$ cat src/nibble_arith_defines.vh
// Constants and operation codes for the nibble arithmetic datapath.
// Behaviour
// - Memory plus immediate plus carry into accumulator.
// - Accumulator plus immediate plus carry, status on overflow.
// - Memory plus accumulator plus carry into accumulator.
// - Add into selected address buffer nibble.
// - Add into selected data buffer nibble.
// - Memory minus immediate minus carry into accumulator.
// - Accumulator minus immediate minus carry, status on no-borrow.
// - Memory minus accumulator minus carry into accumulator.
// - Subtract from selected address buffer nibble.
// - Subtract from selected data buffer nibble.
// - Subtract immediate plus carry from Y or X.
// - Rotate accumulator right through carry flag.
// - Accumulator, X and Y are four bits.
// - Address buffer is fifteen bits, four nibbles.
// - Data buffer is sixteen bits, four nibbles.
// - Data memory addresses are eight bits wide.
// - Addition sets carry only on overflow.
// - Subtraction sets carry only on borrow.
// - Rotate sets status only when one shifted out.
`ifndef NIBBLE_ARITH_DEFINES_VH
`define NIBBLE_ARITH_DEFINES_VH

// Operation codes presented on OP.
`define OP_NONE 5'h00
`define OP_ADD_M_IMM 5'h01
`define OP_ADD_A_IMM 5'h02
`define OP_ADD_M_A 5'h03
`define OP_ADD_AB_IMM 5'h04
`define OP_ADD_AB_A 5'h05
`define OP_ADD_AB_Y 5'h06
`define OP_ADD_DB_IMM 5'h07
`define OP_ADD_DB_A 5'h08
`define OP_ADD_DB_Y 5'h09
`define OP_ADD_Y_IMM 5'h0A
`define OP_ADD_X_IMM 5'h0B
`define OP_SUB_M_IMM 5'h0C
`define OP_SUB_A_IMM 5'h0D
`define OP_SUB_M_A 5'h0E
`define OP_SUB_AB_IMM 5'h0F
`define OP_SUB_AB_A 5'h10
`define OP_SUB_AB_Y 5'h11
`define OP_SUB_DB_IMM 5'h12
`define OP_SUB_DB_A 5'h13
`define OP_SUB_DB_Y 5'h14
`define OP_SUB_Y_IMM 5'h15
`define OP_SUB_X_IMM 5'h16
`define OP_ROTATE 5'h17

// Widths of the datapath registers.
`define NIB_W 4
`define ADDR_BUF_W 15
`define DATA_BUF_W 16
`define MEM_ADDR_W 8

// Reset values.
`define NIB_RST 4'h0
`define ADDR_BUF_RST 15'h0000
`define DATA_BUF_RST 16'h0000
`define FLAG_RST 1'b0

// Operand selector codes used inside the datapath.
`define SRC_IMM 2'h0
`define SRC_ACC 2'h1
`define SRC_Y 2'h2

// Destination selector codes used inside the datapath.
`define DST_NONE 3'h0
`define DST_ACC 3'h1
`define DST_ABUF 3'h2
`define DST_DBUF 3'h3
`define DST_Y 3'h4
`define DST_X 3'h5

`endif

$ cat src/nibble_arith_datapath.v
// Arithmetic datapath of the four-bit core: add, subtract and rotate.
`timescale 1ns/1ns
`default_nettype none
`include "nibble_arith_defines.vh"

module nibble_arith_datapath #(
    parameter NIB_WIDTH = `NIB_W,
    parameter MEM_AW = `MEM_ADDR_W
) (
    input wire CLK_SYS,
    input wire RST,
    input wire OP_VALID,
    input wire [4:0] OP,
    input wire [3:0] IMM,
    input wire [1:0] NIBBLE_SEL,
    input wire INDEX_FLAG,
    input wire [7:0] DATA_ADDRESS_POINTER,
    input wire [3:0] MEM_RDATA,
    output wire [7:0] MEM_ADDR,
    output wire [3:0] ACC,
    output wire [3:0] X_REG,
    output wire [3:0] Y_REG,
    output wire [14:0] ADDRESS_BUFFER,
    output wire [15:0] DATA_BUFFER,
    output wire CARRY_FLAG,
    output wire STATUS_FLAG
);

    ////////////////////////////////////////////////////////////////////////
    // Memory addressing.

    // Bits that widen a four-bit index register to the pointer width.
    localparam PAD_W = MEM_AW - NIB_WIDTH;

    wire [MEM_AW-1:0] x_ext;
    wire [MEM_AW-1:0] y_ext;
    wire [MEM_AW-1:0] indexed_addr;

    // Both index registers are zero-extended so that the sum is formed at the full pointer width.
    assign x_ext = {{PAD_W{1'b0}}, X_REG};
    assign y_ext = {{PAD_W{1'b0}}, Y_REG};
    // Indexed address is pointer plus X plus Y; the carry out of the top bit is dropped on purpose.
    assign indexed_addr = DATA_ADDRESS_POINTER + x_ext + y_ext;
    // The pointer alone is used unless the index flag is set.
    // The address is combinational, so a memory read sees the index values of this cycle.
    assign MEM_ADDR = INDEX_FLAG ? indexed_addr : DATA_ADDRESS_POINTER;

    ////////////////////////////////////////////////////////////////////////
    // Operation decode.

    reg is_sub;
    reg is_rot;
    reg [1:0] src_sel;
    reg [2:0] dst_sel;
    reg from_mem;

    // Split the operation into direction, operand source and destination.
    // Memory forms read the nibble at the current address in the same cycle, so
    // the decoder and the address path must settle within one clock period.
    always @*
    begin
        is_sub = 1'b0;
        is_rot = 1'b0;
        src_sel = `SRC_IMM;
        dst_sel = `DST_NONE;
        from_mem = 1'b0;
        case (OP)
            `OP_ADD_M_IMM:
            begin
                dst_sel = `DST_ACC;
                from_mem = 1'b1;
            end
            `OP_ADD_A_IMM: dst_sel = `DST_ACC;
            `OP_ADD_M_A:
            begin
                dst_sel = `DST_ACC;
                src_sel = `SRC_ACC;
                from_mem = 1'b1;
            end
            `OP_ADD_AB_IMM: dst_sel = `DST_ABUF;
            `OP_ADD_AB_A:
            begin
                dst_sel = `DST_ABUF;
                src_sel = `SRC_ACC;
            end
            `OP_ADD_AB_Y:
            begin
                dst_sel = `DST_ABUF;
                src_sel = `SRC_Y;
            end
            `OP_ADD_DB_IMM: dst_sel = `DST_DBUF;
            `OP_ADD_DB_A:
            begin
                dst_sel = `DST_DBUF;
                src_sel = `SRC_ACC;
            end
            `OP_ADD_DB_Y:
            begin
                dst_sel = `DST_DBUF;
                src_sel = `SRC_Y;
            end
            `OP_ADD_Y_IMM: dst_sel = `DST_Y;
            `OP_ADD_X_IMM: dst_sel = `DST_X;
            `OP_SUB_M_IMM:
            begin
                is_sub = 1'b1;
                dst_sel = `DST_ACC;
                from_mem = 1'b1;
            end
            `OP_SUB_A_IMM:
            begin
                is_sub = 1'b1;
                dst_sel = `DST_ACC;
            end
            `OP_SUB_M_A:
            begin
                is_sub = 1'b1;
                dst_sel = `DST_ACC;
                src_sel = `SRC_ACC;
                from_mem = 1'b1;
            end
            `OP_SUB_AB_IMM:
            begin
                is_sub = 1'b1;
                dst_sel = `DST_ABUF;
            end
            `OP_SUB_AB_A:
            begin
                is_sub = 1'b1;
                dst_sel = `DST_ABUF;
                src_sel = `SRC_ACC;
            end
            `OP_SUB_AB_Y:
            begin
                is_sub = 1'b1;
                dst_sel = `DST_ABUF;
                src_sel = `SRC_Y;
            end
            `OP_SUB_DB_IMM:
            begin
                is_sub = 1'b1;
                dst_sel = `DST_DBUF;
            end
            `OP_SUB_DB_A:
            begin
                is_sub = 1'b1;
                dst_sel = `DST_DBUF;
                src_sel = `SRC_ACC;
            end
            `OP_SUB_DB_Y:
            begin
                is_sub = 1'b1;
                dst_sel = `DST_DBUF;
                src_sel = `SRC_Y;
            end
            `OP_SUB_Y_IMM:
            begin
                is_sub = 1'b1;
                dst_sel = `DST_Y;
            end
            `OP_SUB_X_IMM:
            begin
                is_sub = 1'b1;
                dst_sel = `DST_X;
            end
            `OP_ROTATE: is_rot = 1'b1;
            default: dst_sel = `DST_NONE;
        endcase
    end

    ////////////////////////////////////////////////////////////////////////
    // Operand selection and the four-bit adder.

    reg [3:0] lhs;
    reg [3:0] rhs;
    wire [3:0] abuf_nib;
    wire [3:0] dbuf_nib;
    wire [15:0] abuf_ext;
    wire [4:0] add_full;
    wire [4:0] sub_full;
    wire [3:0] result;
    wire carry_out;

    // The address buffer is widened by one zero bit so nibble 3 holds three bits.
    // A sum into nibble 3 may therefore set bit 15 of the widened copy; that bit
    // is dropped when the result is written back, and the carry, taken from bit four of the sum, does not show it.
    assign abuf_ext = {1'b0, ADDRESS_BUFFER};
    assign abuf_nib = abuf_ext[NIBBLE_SEL*4 +: 4];
    assign dbuf_nib = DATA_BUFFER[NIBBLE_SEL*4 +: 4];

    // Left operand is the destination or memory, right is the second operand.
    // For rotate and idle codes the adder output is computed but never stored.
    always @*
    begin
        case (dst_sel)
            `DST_ABUF: lhs = abuf_nib;
            `DST_DBUF: lhs = dbuf_nib;
            `DST_Y: lhs = Y_REG;
            `DST_X: lhs = X_REG;
            default: lhs = from_mem ? MEM_RDATA : ACC;
        endcase
        case (src_sel)
            `SRC_ACC: rhs = ACC;
            `SRC_Y: rhs = Y_REG;
            default: rhs = IMM;
        endcase
    end

    // Five-bit sums keep the carry or borrow apart from the wrapped result.
    // On subtract, bit four of the difference is set exactly when a borrow occurs.
    assign add_full = {1'b0, lhs} + {1'b0, rhs} + {4'h0, CARRY_FLAG};
    assign sub_full = {1'b0, lhs} - {1'b0, rhs} - {4'h0, CARRY_FLAG};
    assign result = is_sub ? sub_full[3:0] : add_full[3:0];
    assign carry_out = is_sub ? sub_full[4] : add_full[4];

    ////////////////////////////////////////////////////////////////////////
    // Nibble replacement for the buffers.

    wire [15:0] abuf_new;
    wire [15:0] dbuf_new;
    genvar gi;

    // Each nibble takes the result only when selected.
    // Only the selected nibble changes; the other three pass through unaltered.
    generate
        for (gi = 0; gi < 4; gi = gi + 1)
        begin : g_nib
            assign abuf_new[gi*4 +: 4] = (NIBBLE_SEL == gi) ? result : abuf_ext[gi*4 +: 4];
            assign dbuf_new[gi*4 +: 4] = (NIBBLE_SEL == gi) ? result : DATA_BUFFER[gi*4 +: 4];
        end
    endgenerate

    ////////////////////////////////////////////////////////////////////////
    // Rotate and flag values.

    wire [3:0] rot_acc;
    wire rot_out;
    wire arith_status;

    // Rotate does not use the adder, so its values are formed here on their own.
    // The old carry fills the top bit of the rotated accumulator.
    assign rot_acc = {CARRY_FLAG, ACC[3:1]};
    // The bit that leaves the accumulator becomes the new carry.
    assign rot_out = ACC[0];
    // Status follows the carry on add and is its inverse on subtract.
    assign arith_status = is_sub ? ~carry_out : carry_out;

    ////////////////////////////////////////////////////////////////////////
    // Register next values.

    reg [3:0] acc_d;
    reg [3:0] x_d;
    reg [3:0] y_d;
    reg [14:0] abuf_d;
    reg [15:0] dbuf_d;
    reg carry_d;
    reg status_d;

    // All flag and result values are formed from the registers as they stand
    // before this operation, so back-to-back operations each see the previous
    // result and the carry that it left behind.
    // Works out the next value of every register; idle cycles and unknown codes keep them all.
    always @*
    begin
        acc_d = ACC;
        x_d = X_REG;
        y_d = Y_REG;
        abuf_d = ADDRESS_BUFFER;
        dbuf_d = DATA_BUFFER;
        carry_d = CARRY_FLAG;
        status_d = STATUS_FLAG;
        if (OP_VALID)
        begin
            if (is_rot)
            begin
                acc_d = rot_acc;
                carry_d = rot_out;
                status_d = rot_out;
            end
            else if (dst_sel != `DST_NONE)
            begin
                // Add: carry and status on overflow; subtract: carry on borrow, status on no borrow.
                carry_d = carry_out;
                status_d = arith_status;
                case (dst_sel)
                    `DST_ACC: acc_d = result;
                    `DST_ABUF: abuf_d = abuf_new[14:0];
                    `DST_DBUF: dbuf_d = dbuf_new;
                    `DST_Y: y_d = result;
                    `DST_X: x_d = result;
                    default: acc_d = ACC;
                endcase
            end
        end
    end

    ////////////////////////////////////////////////////////////////////////
    // Register update.

    reg [3:0] acc_q;
    reg [3:0] x_q;
    reg [3:0] y_q;
    reg [14:0] abuf_q;
    reg [15:0] dbuf_q;
    reg carry_q;
    reg status_q;

    // Loads every register on each clock; reset clears them all to zero.
    // The synchronous reset wins over any operation presented in the same cycle.
    always @(posedge CLK_SYS)
    begin
        if (RST)
        begin
            acc_q <= `NIB_RST;
            x_q <= `NIB_RST;
            y_q <= `NIB_RST;
            abuf_q <= `ADDR_BUF_RST;
            dbuf_q <= `DATA_BUF_RST;
            carry_q <= `FLAG_RST;
            status_q <= `FLAG_RST;
        end
        else
        begin
            acc_q <= acc_d;
            x_q <= x_d;
            y_q <= y_d;
            abuf_q <= abuf_d;
            dbuf_q <= dbuf_d;
            carry_q <= carry_d;
            status_q <= status_d;
        end
    end

    // Every result port is driven straight from its flip-flop.
    // Holding results in flip-flops keeps the ports free of adder glitches.
    assign ACC = acc_q;
    assign X_REG = x_q;
    assign Y_REG = y_q;
    assign ADDRESS_BUFFER = abuf_q;
    assign DATA_BUFFER = dbuf_q;
    assign CARRY_FLAG = carry_q;
    assign STATUS_FLAG = status_q;

endmodule

`default_nettype wire

$ cat config.mk
export PLATFORM = sky130hd
export DESIGN_NAME = nibble_arith_datapath
export DESIGN_NICKNAME = d
export VERILOG_FILES = /design/src/nibble_arith_datapath.v
export VERILOG_INCLUDE_DIRS = /design/src
export SDC_FILE = /design/constraint.sdc
export NUM_CORES = 1
export LEC_CHECK = 0
export ABC_AREA = 1
export BUFFER_PORTS_ARGS = -buffer_cell sky130_fd_sc_hd__clkbuf_2
export CAP_MARGIN = 20
export CELL_PAD_IN_SITES_DETAIL_PLACEMENT = 0
export CELL_PAD_IN_SITES_GLOBAL_PLACEMENT = 1
export CORE_ASPECT_RATIO = 1.5
export CORE_UTILIZATION = 34
export DETAILED_ROUTE_END_ITERATION = 12
export PLACE_DENSITY_LB_ADDON = 0.1
export SLEW_MARGIN = 30
export SYNTH_ARGS = -nofsm -noshare
export SYNTH_HDL_FRONTEND = slang
export SYNTH_SLANG_ARGS = --single-unit
$ cat constraint.sdc
create_clock -name CLK_SYS -period 4.2 [get_ports CLK_SYS]
set_input_delay 1.26 -clock CLK_SYS [delete_from_list [all_inputs] [get_ports CLK_SYS]]
set_output_delay 1.26 -clock CLK_SYS [all_outputs]
set_load 0.02 [all_outputs]
==> impl_metrics.ini <==
[outcome]
status = finished, violations left
violations = negative setup slack

[critical_path]
arrival_ns = 3.30
path_cells = buf_6 -> fa_1 -> ha_2 -> inv_2 -> fa_2 -> inv_2 -> a21oi_2 -> o21bai_1 -> and3_4 -> nand2_2 -> xnor2_4 -> buf_8
cp-endpoint = MEM_ADDR[7]
r2r-end = STATUS_FLAG
worst_setup_path_start_kind = input pin
crit_fanout = 2
slowest_delay_ns = 0.51
worstSetupPathType = in2out
worstReg2RegStart = DATA_BUFFER[12]
worstPathRequired_ns = 2.94
path_common_cell = inv_2
r2r_slack_ns = 1.21
cpMaxStageDelayCell = fa_1
end_kind = primary output
crit_start = DATA_ADDRESS_POINTER[1]
reg2reg_depth = 15

[final_layout]
finalInstanceArea_sq_um = 5240
num_antenna_cells = 0
layout_commonest_cell = inv_1
drive_gt1_share_pct = 45.6
syn_to_final_growth_pct = 59.0
final_cell_count_no_fill = 767
fill_cells = 916
finalNetCount = 703
layout_common_cells = inv_1 (82), buf_4 (75), clkbuf_2 (67)

[synth]
async_flop_share_pct = 0
avgSynthCellArea_sq_um = 6.66
yosys_most_used_dff = dfxtp_1
synth-edff-count = 0
synth_simple_gate_area_share_pct = 22.7
syn_inst = 495
synthTopCellsByArea = dfxtp_1 (27%), inv_1 (11%), a21oi_1 (9.0%)
synth_top_family_by_area = compound AO/OA/AOI/OAI gates
yosys.area.top_type = dfxtp_1
synth_top_area_share_pct = 27.3
ys_ff_latch = 45
synth_compound_area_share_pct = 24.6
synth_cell_types = 40
synth_area_sq_um = 3290
synthAdderAreaFrac_pct = 10.4
synthMuxAreaShare_pct = 0
synthesis.nets = 544
seq_area_frac_synth_pct = 27.3
synth_xor_xnor_area_share_pct = 1.33
yosys_warnings = 0

[timing]
period_needed_ns = 4.56
layout_setup_ws_ns = -0.356
setup_viol = 7
worst_pin_slew_ns = 0.786
fin_crit_sh_pct = 108
timing.setup.tns_ns = -1.60
maxSlewViolCount = 0
timing.fmax_ghz = 0.219
rsz0062_at_grt = true
slew_headroom_pct = 47.5
clock_skew_ns = 0.00573
fin_hold_ws_ns = 0.478
finalHoldViolCount = 0

[drt]
drc_errors = 0
drt_wl_total_microns = 11800
drt_iter0_drc = 110
antenna_left = 0
post_drt_wl_per_cell_microns = 15.4
vias_per_cell = 5.05
first_pass_iters = 4
vias = 3872

[clocking]
cts.clk_slew.worst_paths_ns = 0.06
cts_tree = built
root_buffer = clkbuf_16
cts_max_level = 2
clock-sinks = 45
clock_latency_ns = 0.29
cts_hold_buf = 0
cts_buffer_depth = 2
cts_inserted_buffers = 5

[place]
portBuffers = 79
place_inst = 739
gp_congestion = 0.849
placedInstanceArea_sq_um = 4330
hpwl_microns = 8920

[power_and_ir_drop]
combPwrFrac_pct = 47.8
p_per_area_nw_per_um2 = 350
p_sw_mw = 0.680
peakVddDrop_mv = 0.279
internal-power_mw = 1.15
clkPwrFrac_pct = 27.5
leakage_nw = 2.49
power_frac_seq_pct = 24.7
p_sw_share_pct = 37.1
power_mw = 1.83

[floorplanning]
die-area_sq_um = 10100
die_h_microns = 123
core_sq_um = 9310
die_w_microns = 82.4
start_util_pct = 35.4
rows = 43
ios = 80

[global_route]
grt_antenna_before_repair = 0
grt_pass1_vias = 3651
overflow = 0
grt_pass1_wl_microns = 17300
grt_usage_pct = 22.9
grt_max_degree = 27

[hold_path]
hold_path_class = reg2reg
min-delay-start = STATUS_FLAG

[job]
drv_cap = 0
[routing by layer]
layer	vias up	global-route usage, %	part of all wire (%)
li1	1940	-	-
met1	1844	25.7	38
met2	74	43.8	56
met3	14	1.64	2.9
met4	0	8.11	2.2
met5	-	0	0
[logic make-up after synthesis]
logic type	after synthesis
and+or+nand+nor	160
AOI/OAI and AO/OA	147
buffers and inverters	116
DFF	45
adders and majority gates	22
xor gates and xnor gates	5
[how the worst min path moves through the flow]
stage	endpoint	cells after the start
floorplan	STATUS_FLAG	2
global placement	STATUS_FLAG	2
detailed placement	STATUS_FLAG	2
CTS	STATUS_FLAG	2
global route	DATA_BUFFER[13]	2
finish	STATUS_FLAG	2
[power by group through the flow]
| stage | logic, mW | registers [mW] | clock network [mW] |
|---|---|---|---|
| 2_1_floorplan | 0.339 | 0.475 | 0 |
| 3_3_place_gp | 0.642 | 0.463 | 0 |
| 3_5_place_dp | 0.648 | 0.463 | 0 |
| 4_1_cts | 0.683 | 0.453 | 0.515 |
| 5_1_grt | 0.942 | 0.454 | 0.529 |
| 6_report | 0.875 | 0.453 | 0.504 |
[layout make-up]
cell class	instances	area, sq um	area share (%)
Clock buffer	5	125	2.39
Clock inverter	3	65.1	1.24
Inverter	105	412	7.86
Multi-Input combinational cell	334	2420	46.3
Sequential cell	45	901	17.2
Tap cell	112	140	2.68
Timing Repair Buffer	163	1170	22.4
[Yosys cell counts (9+ instances only)]
library cell,n
inv_1,94
nand2_1,67
a21oi_1,59
dfxtp_1,45
o21ai_0,39
nor2_1,36
nand3_1,28
o21ai_1,18
ha_1,13
inv_2,10
fa_1,9
o22ai_1,9
[metrics by stage]
stage	worst slack [ns]	utilization, %
5_1_grt	-0.474	56.3
6_report	-0.356	56.3
3_3_place_gp	-0.388	46.6
2_1_floorplan	-0.117	-
4_1_cts	-0.351	50.0
3_5_place_dp	-0.411	46.6
[worst max-delay path, delay by kind of cell]
| kind | cells | cell delay [ns] |
|---|---|---|
| AOI/OAI and AO/OA | 2 | 0.23 |
| xor gates and xnor gates | 1 | 0.15 |
| adders and majority gates | 3 | 1.03 |
| buffers and inverters | 4 | 0.33 |
| and+or+nand+nor | 2 | 0.31 |
[state kept, by name, summed over array words and instances (netlist names)]
name / count
DATA_BUFFER: 16
ADDRESS_BUFFER: 15
ACC: 4
X_REG: 4
Y_REG: 4
CARRY_FLAG: 1
STATUS_FLAG: 1
[timing repair]
item / CTS / global route
endpoints found under the hold margin: 0 / 0
gates resized for setup: 30 / 143
endpoints found under the setup margin: 17 / 40
gates cloned: 0 / 1
pin swaps: 17 / 58
buffers inserted: 7 / 15
No activity file was read; power rests on OpenSTA's default activity.
